[src/design/srp_pkg.sv]
/*
 * Constants, encodings and tables of the serial print-only reporter.
 * Assumes one 40 MHz core clock and an 8-bit local register port.
 */
package srp_pkg;

    // Clock and oversampling.
    localparam longint unsigned CLK_HZ = 40_000_000;
    localparam int unsigned OVS = 16;

    // Selectable baud rates by index; index 7 repeats the fastest.
    localparam longint unsigned BAUD_RATE [8] = '{300, 600, 1200, 2400, 4800, 9600, 19200, 19200};

    // Reading cadences in readings per kilosecond: slow, medium, fast, frequency.
    localparam longint unsigned READS_PER_KS [4] = '{2500, 20000, 100000, 4000};

    // Commit key hold time in milliseconds.
    localparam longint unsigned HOLD_MS = 2000;
    localparam longint unsigned HOLD_CYC_DEF = CLK_HZ * HOLD_MS / 1000;

    // Cadence index values.
    localparam logic [1:0] CAD_SLOW = 2'h0;
    localparam logic [1:0] CAD_MED = 2'h1;
    localparam logic [1:0] CAD_FAST = 2'h2;
    localparam logic [1:0] CAD_FREQ = 2'h3;

    // Measurement function codes.
    localparam logic [1:0] FN_NORMAL = 2'h0;
    localparam logic [1:0] FN_FREQ = 2'h1;
    localparam logic [1:0] FN_DIODE = 2'h2;

    // Parity codes.
    localparam logic [1:0] PAR_NONE = 2'h0;
    localparam logic [1:0] PAR_EVEN = 2'h1;
    localparam logic [1:0] PAR_ODD = 2'h2;

    // Register offsets.
    localparam logic [7:0] REG_CFG = 8'h00;
    localparam logic [7:0] REG_PSEL = 8'h04;
    localparam logic [7:0] REG_PRATE = 8'h08;
    localparam logic [7:0] REG_STAT = 8'h0c;
    localparam logic [7:0] REG_MEAS = 8'h10;

    // Link configuration fields and the measurement function field.
    localparam int CFG_BAUD_LSB = 0;
    localparam int CFG_D8_BIT = 3;
    localparam int CFG_PAR_LSB = 4;
    localparam int CFG_STOP2_BIT = 6;
    localparam int CFG_ECHO_BIT = 7;
    localparam int MEAS_FN_LSB = 2;

    // Reset values.
    localparam logic [7:0] CFG_RST = 8'h05;
    localparam logic [3:0] PRATE_RST = 4'h0;
    localparam logic [3:0] MEAS_RST = 4'h0;

    // Print rates by index.
    localparam logic [15:0] PRATE_TAB [16] = '{
        16'h0000, 16'h0001, 16'h0002, 16'h0005, 16'h000a, 16'h0014, 16'h0032, 16'h0064,
        16'h00c8, 16'h01f4, 16'h03e8, 16'h07d0, 16'h1388, 16'h2710, 16'h4e20, 16'hc350};

    // Line characters.
    localparam logic [7:0] CH_SEP = 8'h2c;
    localparam logic [7:0] CH_CR = 8'h0d;
    localparam logic [7:0] CH_LF = 8'h0a;
    localparam logic [3:0] LN_SEP = 4'h4;
    localparam logic [3:0] LN_CR = 4'h9;
    localparam logic [3:0] LN_LF = 4'ha;

    // Serial frame states.
    typedef enum logic [4:0] {
        SER_IDLE = 5'b00001,
        SER_START = 5'b00010,
        SER_DATA = 5'b00100,
        SER_PAR = 5'b01000,
        SER_STOP = 5'b10000
    } srp_ser_st_t;

    // Oversample divider defaults per baud index.
    function automatic logic [7:0][17:0] srp_baud_divs();
        logic [7:0][17:0] d;
        d = '0;
        for (int i = 0; i < 8; i++) begin
            d[i] = 18'(CLK_HZ / (OVS * BAUD_RATE[i]));
        end
        return d;
    endfunction

    // Reading cadence divider defaults per cadence index.
    function automatic logic [3:0][23:0] srp_read_divs();
        logic [3:0][23:0] d;
        d = '0;
        for (int i = 0; i < 4; i++) begin
            d[i] = 24'(CLK_HZ * 1000 / READS_PER_KS[i]);
        end
        return d;
    endfunction

endpackage

[src/design/srp_reporter.sv]
/*
 * Print-only reporter: register port, cadence, print counter, lines, echo.
 * Assumes engine and panel on core_clk; key and receive pin asynchronous.
 */
`timescale 1ns/1ps
`default_nettype none
module srp_reporter #(
    parameter logic [7:0][17:0] BAUD_DIV = srp_pkg::srp_baud_divs(),
    parameter logic [3:0][23:0] READ_DIV = srp_pkg::srp_read_divs(),
    parameter logic [26:0] HOLD_CYC = 27'(srp_pkg::HOLD_CYC_DEF)
) (
    input wire logic core_clk,
    input wire logic arst_n,
    input wire logic [7:0] reg_addr,
    input wire logic [7:0] reg_wdata,
    input wire logic reg_wr,
    input wire logic reg_rd,
    output logic [7:0] reg_rdata,
    input wire logic serial_sel,
    input wire logic commit_key,
    input wire logic nv_valid,
    input wire logic [7:0] nv_cfg_in,
    output logic [7:0] nv_cfg_out,
    output logic read_req,
    input wire logic read_done,
    input wire logic [15:0] read_pri,
    input wire logic [15:0] read_sec,
    input wire logic sec_active,
    input wire logic rxd,
    output logic txd,
    output logic cmd_valid,
    output logic [7:0] cmd_data,
    output logic cmd_ferr,
    output logic list_active,
    output logic print_active
);
    import srp_pkg::*;

    typedef struct packed {
        logic [7:0] cfg;
        logic [3:0] psel;
        logic [3:0] prate;
        logic [3:0] meas;
        logic list;
        logic nv_done;
        logic [7:0] rdata;
        logic [17:0] bcnt;
        logic tick;
        logic [23:0] rcnt;
        logic rreq;
        logic k1;
        logic k2;
        logic [26:0] hcnt;
        logic held;
        logic [15:0] ncnt;
        logic ln_pend;
        logic [15:0] pp;
        logic [15:0] ps;
        logic ptwo;
        logic ln_busy;
        logic [3:0] ln_idx;
        logic [15:0] lp;
        logic [15:0] ls;
        logic ltwo;
        logic echo_pend;
        logic [7:0] echo_byte;
        logic tx_start;
        logic [7:0] tx_data;
    } srp_top_t;

    srp_top_t q_r, q_nxt;
    logic tx_busy;
    logic rx_valid;
    logic [7:0] rx_data;
    logic rx_ferr;
    logic [1:0] cad;
    logic [15:0] nval;
    logic tx_ready;
    logic [7:0] ln_char;
    logic [3:0] ln_next;

    // Hex digit of a nibble as an ASCII character.
    function automatic logic [7:0] srp_hex(input logic [3:0] v);
        return (v < 4'ha) ? (8'h30 + {4'h0, v}) : (8'h57 + {4'h0, v});
    endfunction

    // Character of the output line at a given position.
    function automatic logic [7:0] srp_line_char(input logic [3:0] idx, input logic [15:0] p,
                                                 input logic [15:0] s);
        logic [7:0] c;
        c = CH_LF;
        unique case (idx)
            4'h0: c = srp_hex(p[15:12]);
            4'h1: c = srp_hex(p[11:8]);
            4'h2: c = srp_hex(p[7:4]);
            4'h3: c = srp_hex(p[3:0]);
            4'h4: c = CH_SEP;
            4'h5: c = srp_hex(s[15:12]);
            4'h6: c = srp_hex(s[11:8]);
            4'h7: c = srp_hex(s[7:4]);
            4'h8: c = srp_hex(s[3:0]);
            4'h9: c = CH_CR;
            default: c = CH_LF;
        endcase
        return c;
    endfunction

    // Main control: register port, cadence, counting, formatting and echo.
    always_comb begin
        q_nxt = q_r;
        q_nxt.tick = 1'b0;
        q_nxt.rreq = 1'b0;
        q_nxt.tx_start = 1'b0;
        q_nxt.rdata = 8'h00;

        // The nonvolatile image replaces factory link settings once after reset.
        if (!q_r.nv_done) begin
            q_nxt.nv_done = 1'b1;
            if (nv_valid) begin
                q_nxt.cfg = nv_cfg_in;
            end
        end

        // Register writes come only from the local panel port.
        if (reg_wr) begin
            unique case (reg_addr)
                REG_CFG: q_nxt.cfg = reg_wdata;
                REG_PSEL: begin
                    if (serial_sel) begin
                        q_nxt.psel = reg_wdata[3:0];
                        q_nxt.list = 1'b1;
                    end
                end
                REG_MEAS: q_nxt.meas = reg_wdata[3:0];
                default: ;
            endcase
        end

        // Register reads answer one cycle later; unmapped offsets read zero.
        if (reg_rd) begin
            unique case (reg_addr)
                REG_CFG: q_nxt.rdata = q_r.cfg;
                REG_PSEL: q_nxt.rdata = {4'h0, q_r.psel};
                REG_PRATE: q_nxt.rdata = {4'h0, q_r.prate};
                REG_STAT: q_nxt.rdata = {2'h0, serial_sel, q_r.list, q_r.echo_pend,
                                         q_r.ln_pend, q_r.ln_busy, tx_busy};
                REG_MEAS: q_nxt.rdata = {4'h0, q_r.meas};
                default: q_nxt.rdata = 8'h00;
            endcase
        end

        // Leaving serial selection closes the print-rate list.
        if (!serial_sel) begin
            q_nxt.list = 1'b0;
        end

        // Oversample tick for the selected baud rate.
        if (q_r.bcnt >= BAUD_DIV[q_r.cfg[CFG_BAUD_LSB +: 3]] - 18'h1) begin
            q_nxt.bcnt = 18'h0;
            q_nxt.tick = 1'b1;
        end else begin
            q_nxt.bcnt = q_r.bcnt + 18'h1;
        end

        // Reading request cadence from rate and function.
        if (q_r.rcnt >= READ_DIV[cad] - 24'h1) begin
            q_nxt.rcnt = 24'h0;
            q_nxt.rreq = 1'b1;
        end else begin
            q_nxt.rcnt = q_r.rcnt + 24'h1;
        end

        // Commit key: synchronised, then a two-second hold commits once.
        q_nxt.k1 = commit_key;
        q_nxt.k2 = q_r.k1;
        if (!q_r.k2) begin
            q_nxt.hcnt = 27'h0;
            q_nxt.held = 1'b0;
        end else if (!q_r.held) begin
            if (q_r.hcnt >= HOLD_CYC - 27'h1) begin
                q_nxt.held = 1'b1;
                if (q_r.list && serial_sel) begin
                    q_nxt.prate = q_r.psel;
                    q_nxt.list = 1'b0;
                    q_nxt.ncnt = 16'h0;
                end
            end else begin
                q_nxt.hcnt = q_r.hcnt + 27'h1;
            end
        end

        // Count displayed readings; every N-th is latched for printing.
        if (nval == 16'h0) begin
            q_nxt.ncnt = 16'h0;
        end else if (read_done && q_nxt.ncnt == q_r.ncnt) begin
            if (q_r.ncnt >= nval - 16'h1) begin
                q_nxt.ncnt = 16'h0;
                q_nxt.ln_pend = 1'b1;
                q_nxt.pp = read_pri;
                q_nxt.ps = read_sec;
                q_nxt.ptwo = sec_active;
            end else begin
                q_nxt.ncnt = q_r.ncnt + 16'h1;
            end
        end

        // Received characters are held for echo only when echo is on.
        if (rx_valid && q_r.cfg[CFG_ECHO_BIT]) begin
            q_nxt.echo_pend = 1'b1;
            q_nxt.echo_byte = rx_data;
        end

        // Transmit arbitration: a started line owns the link until its LF.
        if (tx_ready) begin
            if (q_r.ln_busy) begin
                q_nxt.tx_start = 1'b1;
                q_nxt.tx_data = ln_char;
                q_nxt.ln_idx = ln_next;
                if (q_r.ln_idx == LN_LF) begin
                    q_nxt.ln_busy = 1'b0;
                end
            end else if (q_r.ln_pend && !(read_done && q_nxt.ln_pend && q_nxt.pp != q_r.pp)) begin
                q_nxt.ln_pend = q_nxt.ln_pend && (q_nxt.pp != q_r.pp);
                q_nxt.ln_busy = 1'b1;
                q_nxt.ln_idx = 4'h0;
                q_nxt.lp = q_r.pp;
                q_nxt.ls = q_r.ps;
                q_nxt.ltwo = q_r.ptwo;
            end else if (q_r.echo_pend) begin
                q_nxt.tx_start = 1'b1;
                q_nxt.tx_data = q_r.echo_byte;
                q_nxt.echo_pend = rx_valid && q_r.cfg[CFG_ECHO_BIT];
            end
        end
    end

    // Cadence index: frequency fixes four per second, diode forces fast.
    always_comb begin
        unique case (q_r.meas[MEAS_FN_LSB +: 2])
            FN_FREQ: cad = CAD_FREQ;
            FN_DIODE: cad = CAD_FAST;
            default: cad = (q_r.meas[1:0] == CAD_FREQ) ? CAD_FAST : q_r.meas[1:0];
        endcase
    end

    // Derived line and transmit controls.
    always_comb begin
        nval = PRATE_TAB[q_r.prate];
        tx_ready = !tx_busy && !q_r.tx_start;
        ln_char = srp_line_char(q_r.ln_idx, q_r.lp, q_r.ls);
        if (q_r.ln_idx == 4'h3 && !q_r.ltwo) begin
            ln_next = LN_CR;
        end else begin
            ln_next = q_r.ln_idx + 4'h1;
        end
    end

    // State register; link settings start at factory defaults.
    always_ff @(posedge core_clk or negedge arst_n) begin
        if (!arst_n) begin
            q_r <= '{cfg: CFG_RST, prate: PRATE_RST, psel: PRATE_RST, meas: MEAS_RST,
                     default: '0};
        end else begin
            q_r <= q_nxt;
        end
    end

    // Serial transmitter.
    srp_uart_tx u_tx (
        .core_clk(core_clk),
        .arst_n(arst_n),
        .tick(q_r.tick),
        .start(q_r.tx_start),
        .data(q_r.tx_data),
        .d8(q_r.cfg[CFG_D8_BIT]),
        .parity(q_r.cfg[CFG_PAR_LSB +: 2]),
        .stop2(q_r.cfg[CFG_STOP2_BIT]),
        .busy(tx_busy),
        .txd(txd)
    );

    // Serial receiver; its output reaches only the command port and echo.
    srp_uart_rx u_rx (
        .core_clk(core_clk),
        .arst_n(arst_n),
        .tick(q_r.tick),
        .rxd(rxd),
        .d8(q_r.cfg[CFG_D8_BIT]),
        .hp(!q_r.cfg[CFG_D8_BIT] || (q_r.cfg[CFG_PAR_LSB +: 2] != PAR_NONE)),
        .valid(rx_valid),
        .data(rx_data),
        .ferr(rx_ferr)
    );

    // Outputs.
    assign reg_rdata = q_r.rdata;
    assign nv_cfg_out = q_r.cfg;
    assign read_req = q_r.rreq;
    assign cmd_valid = rx_valid;
    assign cmd_data = rx_data;
    assign cmd_ferr = rx_ferr;
    assign list_active = q_r.list;
    assign print_active = (q_r.prate != 4'h0);
endmodule
`default_nettype wire

[src/design/srp_uart_rx.sv]
/*
 * Serial character receiver with a two-stage pin synchroniser, mid-bit
 * sampling and a stop-bit check.
 * Assumes a one-cycle tick at sixteen times the baud rate.
 */
`timescale 1ns/1ps
`default_nettype none
module srp_uart_rx (
    input wire logic core_clk,
    input wire logic arst_n,
    input wire logic tick,
    input wire logic rxd,
    input wire logic d8,
    input wire logic hp,
    output logic valid,
    output logic [7:0] data,
    output logic ferr
);
    import srp_pkg::*;

    typedef struct packed {
        logic s1;
        logic s2;
        srp_ser_st_t st;
        logic [7:0] sh;
        logic [2:0] cnt;
        logic [3:0] sub;
        logic valid;
        logic [7:0] data;
        logic ferr;
    } srp_rx_t;

    srp_rx_t q_r, q_nxt;
    logic samp;

    // Synchroniser, start detection and mid-bit sampling.
    always_comb begin
        q_nxt = q_r;
        q_nxt.s1 = rxd;
        q_nxt.s2 = q_r.s1;
        q_nxt.valid = 1'b0;
        samp = tick && (q_r.sub == 4'hf);
        if (tick) begin
            q_nxt.sub = q_r.sub + 4'h1;
        end
        unique case (q_r.st)
            SER_IDLE: begin
                q_nxt.sub = 4'h0;
                if (!q_r.s2) begin
                    q_nxt.st = SER_START;
                end
            end
            SER_START: begin
                if (tick && q_r.sub == 4'h7) begin
                    q_nxt.sub = 4'h0;
                    q_nxt.cnt = 3'h0;
                    q_nxt.st = q_r.s2 ? SER_IDLE : SER_DATA;
                end
            end
            SER_DATA: begin
                if (samp) begin
                    q_nxt.sh = {q_r.s2, q_r.sh[7:1]};
                    q_nxt.cnt = q_r.cnt + 3'h1;
                    if (q_r.cnt == (d8 ? 3'h7 : 3'h6)) begin
                        q_nxt.st = hp ? SER_PAR : SER_STOP;
                    end
                end
            end
            SER_PAR: begin
                if (samp) begin
                    q_nxt.st = SER_STOP;
                end
            end
            SER_STOP: begin
                if (samp) begin
                    q_nxt.st = SER_IDLE;
                    q_nxt.valid = 1'b1;
                    q_nxt.ferr = !q_r.s2;
                    q_nxt.data = d8 ? q_r.sh : {1'b0, q_r.sh[7:1]};
                end
            end
        endcase
    end

    // State register.
    always_ff @(posedge core_clk or negedge arst_n) begin
        if (!arst_n) begin
            q_r <= '{s1: 1'b1, s2: 1'b1, st: SER_IDLE, default: '0};
        end else begin
            q_r <= q_nxt;
        end
    end

    assign valid = q_r.valid;
    assign data = q_r.data;
    assign ferr = q_r.ferr;
endmodule
`default_nettype wire

[src/design/srp_uart_tx.sv]
/*
 * Serial character transmitter: start bit, seven or eight data bits, optional
 * parity position, one or two stop bits.
 * Assumes a one-cycle tick at sixteen times the baud rate.
 */
`timescale 1ns/1ps
`default_nettype none
module srp_uart_tx (
    input wire logic core_clk,
    input wire logic arst_n,
    input wire logic tick,
    input wire logic start,
    input wire logic [7:0] data,
    input wire logic d8,
    input wire logic [1:0] parity,
    input wire logic stop2,
    output logic busy,
    output logic txd
);
    import srp_pkg::*;

    typedef struct packed {
        srp_ser_st_t st;
        logic [7:0] sh;
        logic [2:0] cnt;
        logic [3:0] sub;
        logic par;
        logic hp;
        logic d8;
        logic two;
        logic line;
    } srp_tx_t;

    srp_tx_t q_r, q_nxt;
    logic bit_end;
    logic [7:0] bits;

    // Frame sequencer; parity, width and parity slot are latched at start, the stop count at the last data or parity bit.
    always_comb begin
        q_nxt = q_r;
        bits = d8 ? data : {1'b0, data[6:0]};
        bit_end = tick && (q_r.sub == 4'hf);
        if (tick) begin
            q_nxt.sub = q_r.sub + 4'h1;
        end
        unique case (q_r.st)
            SER_IDLE: begin
                q_nxt.sub = 4'h0;
                q_nxt.line = 1'b1;
                if (start) begin
                    q_nxt.st = SER_START;
                    q_nxt.sh = bits;
                    q_nxt.d8 = d8;
                    q_nxt.hp = !d8 || (parity != PAR_NONE);
                    q_nxt.par = (parity == PAR_EVEN) ? ^bits : (parity == PAR_ODD) ? ~^bits : 1'b0;
                    q_nxt.line = 1'b0;
                end
            end
            SER_START: begin
                if (bit_end) begin
                    q_nxt.st = SER_DATA;
                    q_nxt.cnt = 3'h0;
                    q_nxt.line = q_r.sh[0];
                end
            end
            SER_DATA: begin
                if (bit_end) begin
                    q_nxt.sh = q_r.sh >> 1;
                    q_nxt.line = q_r.sh[1];
                    q_nxt.cnt = q_r.cnt + 3'h1;
                    if (q_r.cnt == (q_r.d8 ? 3'h7 : 3'h6)) begin
                        q_nxt.st = q_r.hp ? SER_PAR : SER_STOP;
                        q_nxt.line = q_r.hp ? q_r.par : 1'b1;
                        q_nxt.two = stop2;
                    end
                end
            end
            SER_PAR: begin
                if (bit_end) begin
                    q_nxt.st = SER_STOP;
                    q_nxt.line = 1'b1;
                    q_nxt.two = stop2;
                end
            end
            SER_STOP: begin
                if (bit_end) begin
                    q_nxt.two = 1'b0;
                    q_nxt.st = q_r.two ? SER_STOP : SER_IDLE;
                end
            end
        endcase
    end

    // State register.
    always_ff @(posedge core_clk or negedge arst_n) begin
        if (!arst_n) begin
            q_r <= '{st: SER_IDLE, line: 1'b1, default: '0};
        end else begin
            q_r <= q_nxt;
        end
    end

    assign busy = (q_r.st != SER_IDLE);
    assign txd = q_r.line;
endmodule
`default_nettype wire

[config.mk]
export PLATFORM = sky130hd
export DESIGN_NAME = srp_reporter
export DESIGN_NICKNAME = d
export VERILOG_FILES = /design/src/design/srp_pkg.sv /design/src/design/srp_reporter.sv /design/src/design/srp_uart_rx.sv /design/src/design/srp_uart_tx.sv
export SDC_FILE = /design/constraint.sdc
export NUM_CORES = 1
export LEC_CHECK = 0
export ABC_AREA = 1
export BUFFER_PORTS_ARGS = -buffer_cell sky130_fd_sc_hd__buf_4
export CORE_MARGIN = 3
export CORE_UTILIZATION = 45
export CTS_CLUSTER_DIAMETER = 200
export CTS_CLUSTER_SIZE = 14
export DETAILED_ROUTE_END_ITERATION = 8
export PLACE_DENSITY_LB_ADDON = 0.05
export SLEW_MARGIN = 0
export SYNTH_ARGS = -nofsm -noshare
export SYNTH_HDL_FRONTEND = slang
export SYNTH_SLANG_ARGS = --single-unit
[constraint.sdc]
create_clock -name core_clk -period 6.8 [get_ports core_clk]
set_clock_uncertainty 0.1 [all_clocks]
set_input_delay 1.7 -clock core_clk [delete_from_list [all_inputs] [get_ports core_clk]]
set_output_delay 1.7 -clock core_clk [all_outputs]
set_load 0.05 [all_outputs]
[Word level (Yosys, flattened, before mapping)]
Memory sizes are Yosys's and may differ from the RTL's.
Index checks and enable logic that the tools add are counted.
Word-level totals
  register bits: 267
  memory bits (read-only): 400
  input port bits: 66
  memories kept: 2
Memory list
  (no name shown): depth 16, width 16, read ports 1, clocked after memory_dff 0, wr ports 0, RTL line srp_reporter.sv:248  | nval = PRATE_TAB[q_r.prate];
  (no name shown): depth 8, width 18, read ports 1, clocked after memory_dff 0, wr ports 0, RTL line srp_reporter.sv:158  | if (q_r.bcnt >= BAUD_DIV[q_r.cfg[CFG_BAUD_LSB +: 3]] - 18'h1) begin
Cells by class
  reduce and logical (&&, ||, !) cells: 52
  eq/ne operators: 52
  order comparisons: 15
  add/sub/neg operators: 28
  multiplexer cells: 107
  bitwise logic cells: 4
Operators with widths (count)
  2-to-1 mux 16 bit: 8
  2-to-1 mux 8 bit: 14
  case mux 8 bit (10 select lines): 1
  2-to-1 mux 34 bit: 2
  2-to-1 mux 5 bit: 13
  adder 7 x 4 -> 8 bit (first input constant): 8
  adder 6 x 4 -> 7 bit (first input constant): 8
  2-to-1 mux 50 bit: 1
  case mux 5 bit (5 select lines): 2
  binary-select mux 24 bit (select 2 bit): 1
  2-to-1 mux 24 bit: 2
  2-to-1 mux 9 bit: 5
  2-to-1 mux 44 bit: 1
  case mux 8 bit (5 select lines): 1
  2-to-1 mux 38 bit: 1
  2-to-1 mux 18 bit: 2
  < comparator 4 bit (second input constant): 8
  2-to-1 mux 28 bit: 1
  adder 27 x 1 -> 27 bit (second input constant): 1
  greater-or-equal comparator 27 bit (second input constant): 1
  2-to-1 mux 27 bit: 1
  2-to-1 mux 1 bit: 25
  adder 24 x 1 -> 24 bit (second input constant): 1
  greater-or-equal comparator 24 bit: 1
  64 further kinds: 149

[Longest topological paths before layout]
  depth after elaboration: 16
  mapped depth: 36
  depth with buffers taken out: 33

[Cells and area by module]
From an unflattened synthesis, not the netlist that was laid out.
Second synthesis, totals
  cell total of the unflattened synthesis: 2189
  area total of the unflattened synthesis: 16656.0 µm²
By module, submodules not included
  srp_reporter: area an instance 13354.1 µm², sequential area each 5257.5 µm², times used 1, cells an instance 1778
  srp_uart_tx: area an instance 1695.4 µm², sequential area each 628.1 µm², times used 1, cells an instance 226
  srp_uart_rx: area an instance 1606.5 µm², sequential area each 804.5 µm², times used 1, cells an instance 185

[Worst setup path after synthesis]
OpenSTA, ideal clock, no wires.
  path kind: reg2reg
  from: reg q_r[194] (netlist bit)
  to: reg q_r[37] (netlist bit)
  cell stages (with the launch flop): 32
  path buffers: 3
  setup time: 0.122 ns
  period minus slack after synthesis: 4.553 ns
  arrival time: 4.331 ns
  data required time: 6.578 ns
  path slack: 2.247 ns
  cells stage by stage: dfrtp_1 > inv_1 > ha_1 > inv_1 > o31ai_1 > a21oi_1 > nor3b_1 > nand3_1 > nor3_1 > xnor2_1 > ha_1 > nand2_1 > nand2_1 > nand2_1 > a21oi_1 > nor2_1 > nand3_1 > buf_2 > o21ai_0 > inv_1 > nand4_1 > nand2_1 > inv_1 > nand3_1 > nor2_2 > nand3_4 > inv_2 > nand2_2 > buf_6 > buf_2 > nand2_1 > o21ai_1
Between the ends
  cells in the longest elaborated chain, start to end: 14
  elaborated cells between the ends (all ways): 16
  classes of those cells: 1 x add/sub; 1 x order compare; 1 x eq/ne; 5 x mux; 1 x bitwise; 6 x reduce/logical; 1 x memory
RTL lines
  start, declared: RTL line srp_reporter.sv:71  | srp_top_t q_r, q_nxt;
  start signal, assigned: RTL line srp_reporter.sv:261  | q_r <= '{cfg: CFG_RST, prate: PRATE_RST, psel: PRATE_RST, meas: MEAS_RST,
  start signal, assigned: RTL line srp_reporter.sv:264  | q_r <= q_nxt;
  inverter 4 -> 5 bit (implied by the code) *: RTL line srp_reporter.sv:248
  memory (16 x 16 bit) *
  2-to-1 mux 16 bit (implied by the code) * (2 in a row): RTL line srp_reporter.sv:248
  subtractor 16 x 1 -> 16 bit: RTL line srp_reporter.sv:196  | if (q_r.ncnt >= nval - 16'h1) begin
  greater-or-equal comparator 16 bit: RTL line srp_reporter.sv:196
  2-to-1 mux 34 bit: RTL line srp_reporter.sv:196
  2-to-1 mux 50 bit: RTL line srp_reporter.sv:195  | end else if (read_done && q_nxt.ncnt == q_r.ncnt) begin
  2-to-1 mux 34 bit *: RTL line srp_reporter.sv:193  | if (nval == 16'h0) begin
  != test 16 bit / logical AND 1 bit (equally long branches): RTL line srp_reporter.sv:222  | end else if (q_r.ln_pend && !(read_done && q_nxt.ln_pend && q_nxt.pp != q_r.pp)) begin
  logical AND 1 bit *: RTL line srp_reporter.sv:222
  logical NOT 1 bit *: RTL line srp_reporter.sv:222
  logical AND 1 bit *: RTL line srp_reporter.sv:222
  AND reduction 3 bit (no source line) *
Every way passes the cells marked *; elsewhere a longest branch is shown, timed or not. The select of a mux whose other input is x is not followed.
A chain may end at the register's enable or synchronous reset.

[Worst setup path in the final report]
  from: reg q_r[194] (netlist bit)
  to: reg q_r[45] (netlist bit)
Same word-level chain as after synthesis.

==> impl_summary.txt <==
----------------------------------------------------
[Outcome]
  Result of the run ... finished, final reports clean

[Synthesis]
  Most repeated cell in the gate-level netlist after synthesis ... nand2_1
  Cell area after technology mapping ... between 15000 and 20000 sq um
  Dominant cell type by area after synthesis ... dfrtp_1
  Yosys top cell area share ... 40.7%
  Xor and xnor area share after synthesis ... under 10%
  Async S/R FF share, synth ... between 90% and 100%
  Post-synthesis sequential area ratio ... 41.8%
  Synthesized area per cell ... a little under 8 sq um
  Area share of fa/ha/maj cells after synthesis ... around 6.7%
  Synthesis-stage register bit count ... around 270
  Synth Warn # ... 0
  Synth area leaders ... dfrtp_1 (41%), nand2_1 (9.7%), inv_1 (7.4%), ha_1 (6.7%), nor2_1 (5.1%)
  Multiplexer area fraction after synthesis ... 0%
  Simple logic cell fraction of the synthesized area ... between 20% and 30%
  Compound-cell area share of the yosys netlist ... roughly 14%
  Number of synthesized flops with an enable pin ... 0
  Synthesized instance count ... 2079
  Flip-flop cell with the highest count after synthesis ... dfrtp_1
  Combinational family with the most area after synthesis ... simple AND/OR/NAND/NOR gates
  Synth cell types ... ~60
  Leading post-synthesis cells by instance count ... nand2_1 (415), inv_1 (315), dfrtp_1 (260)

[Timing]
  Slew at the pin closest to its max-slew limit ... 1.10 ns
  Fmax achieved ... between 150 and 200 MHz
  Final hold violations ... 0
  Pins over their slew limit ... 0
  Setup repair after global routing missed its margin ... no
  Final count of negative-setup-slack endpoints ... 0
  Worst Slack Setup Final ... 0.951 ns
  Share of the clock period used by the worst path after layout ... between 80% and 90%
  Final worst path period need ... around 5.8 ns
  Setup_tns ... 0 ns
  Relative slew slack ... between 20% and 30%

[GRT]
  Largest net degree at the start of global routing ... about 120
  Total congestion overflow after global routing ... 0
  Number of antenna violations at the first check in global routing ... 0
  Global router's overall resource usage ... 20.8%
  Global-route wire length before repair ... 66.4 mm
  Vias in the first global route ... approximately 13000

[Final layout]
  Post-layout nets ... about 2300
  Post-synthesis to final-layout area growth ... 10.3%
  End-of-flow core utilization ... roughly half
  Fraction of layout instances using a drive strength above 1 ... ~8.4%
  Count of fill cells added during filler insertion ... roughly 3500
  Area used by sequential logic in the layout ... ~6700 sq um
  Area of combinational cells with multiple inputs ... roughly 7700 sq um
  Ant diodes ... 0
  Count of placed standard cells in the final layout, fillers left out ... 2608

[Place]
  Worst slack at placement ... 0.741 ns
  Post-detail-place hpwl ... roughly 29 mm
  Placed instance count ... approximately 2600
  Placer Congestion ... approximately 0.88
  Total of buffers placed on input and output ports ... 95

[Clocking]
  Clock insertion delay at the later pin of the skew report ... about 0.53 ns
  Clk pin slew, worst setup/hold paths ... about 0.070 ns
  Number of buffers on the longest clock path ... 3
  Htree depth ... 1
  Cts-stage hold buffer count ... 0
  Clock tree from TritonCTS ... done
  Post-cts gate resize count ... 0
  Setup fix buffers added after clock tree synthesis ... 0
  CTS buffer count ... 23
  Clock tree root driver cell ... clkbuf_16
  TritonCTS sink count ... roughly 270

[Floorplanning]
  Core footprint ... about 35000 sq um
  Die boundary height ... 195 microns
  I/O pin count ... 96
  Effective utilization at floorplan ... between 40% and 50%
  Chip width ... 195 microns
  Std-Cell Rows ... 68
  Overall die area ... between 30000 and 40000 sq um

[Routing]
  DRC violations left ... 0
  Post-DR vias/cell ... around 5.3
  Drt first-iter violations ... a little under 900
  Total wire length ... 39.3 mm
  Wire length per cell ... ~15 microns
  Number of optimization iterations in the first detailed-route pass ... 5
  Routed Antenna Nets ... 0
  Overall via count from detail_route ... ~14000

[Setup path]
  Peak per-stage delay on the critical path ... roughly 0.44 ns
  Launch point of the worst reg-to-reg path ... q_r[194]
  Slowest-stage cell, CP ... dfrtp_1
  Worst endpoint data arrival time ... approximately 6 ns
  Setup crit end kind ... register
  Sum of buffers and inverters on the critical path ... 7
  R2r worst-path depth ... 29
  Critical path startpoint category ... register
  Timing startpoint of the critical path ... q_r[194]
  Most Frequent Cell on Critical Path ... nand2_1
  Crit path required time ... around 7.1 ns
  Critical path's top delay family ... simple AND/OR/NAND/NOR gates
  Flop2flop setup slack ... approximately 0.95 ns
  Number of cells on the critical path ... 29
  Maximum fanout count along the critical path ... 33
  Critical path start-end classification ... reg -> reg

[Worst hold path]
  Worst hold path stage count ... 0
  Path class of the lowest-slack min-delay path ... reg -> reg
  Critical hold path startpoint ... q_nxt[134]

[Pwr]
  Power density over cell area ... about 230 nW/um^2
  Worst voltage drop across the vdd grid ... around 170 uV
  Static leakage power ... 8.53 nW

[Job]
  Number of max-cap violations ... 0

----------------------------------------------------
==> cell families after synthesis <==
group / after synthesis
AOI/OAI and AO/OA: 378
xor gates and xnor gates: 38
adders and majority gates: 86
buffers and inverters: 401
DFF: 267
other: 2
and+or+nand+nor: 907
==> flip-flops by register name, summed over array words and instances, names as in the netlist <==
register,cells
q_r,191
u_tx.q_r,24
u_rx.q_r,21
nv_cfg_out,8
reg_rdata,8
u_rx.data,8
list_active,1
q_nxt,1
read_req,1
u_rx.ferr,1
u_rx.q_nxt,1
u_rx.valid,1
u_tx.txd,1
==> layout make-up <==
type | instances | area share [%]
Inverter | 323 | 6.89
Timing Repair Buffer | 107 | 4.67
Multi-Input combinational cell | 1415 | 43.5
Sequential cell | 267 | 37.9
Tap cell | 455 | 3.23
Clock buffer | 39 | 3.60
Clock inverter | 2 | 0.142
==> path summary, 6_finish.rpt <==
kind | to
worst min register to register | q_r[134]
worst max-delay path | q_r[45]
min in group asynchronous | read_req
worst min-delay path | q_r[134]
worst max register to register | q_r[45]
max in group asynchronous | q_r[129]
==> through the flow <==
stage | cell area (sq um) | hold WS, ns | total power [W]
2_1_floorplan | 16000 | 0.231 | 0.00250
3_3_place_gp | 17000 | 0.235 | 0.00276
3_5_place_dp | 17000 | 0.236 | 0.00277
4_1_cts | 17600 | 0.253 | 0.00405
5_1_grt | 17600 | 0.264 | 0.00427
6_report | 17600 | 0.249 | 0.00398
==> report_power, final <==
part | switching, W | internal [W] | total, W
sequential | 0.000128 | 0.00174 | 0.00187
combinational | 0.000560 | 0.000311 | 0.000871
clock | 0.000601 | 0.000640 | 0.00124
==> per-layer routing <==
metal	wire, microns	GRT usage [%]	share of wire [%]	vias to the layer above
met3	2140	3.29	5.4	48
met4	676	3.96	1.7	0
met5	0	0	0	-
met2	16900	32.3	43	302
li1	-	-	-	6962
met1	19600	30.9	50	6394
==> cells in the final DEF (no fill, tap or decap), types with 63 or more instances in the layout <==
master / count
nand3_1: 85
a21oi_1: 97
nor2_1: 219
dfrtp_1: 260
nor3_1: 66
nand2_1: 415
nand4_1: 63
inv_1: 315
o21ai_0: 122
buf_4: 105
ha_1: 86
==> worst register-to-register path, delay by kind of cell, from the launching register on <==
family          cells  cell delay [ns]
fa+ha+maj           2             0.57
flops               1             0.44
buf+inv             7             1.19
simple gates       16             2.72
compound gates      4             0.70
Note: power is estimated with default switching activity, not from simulation.
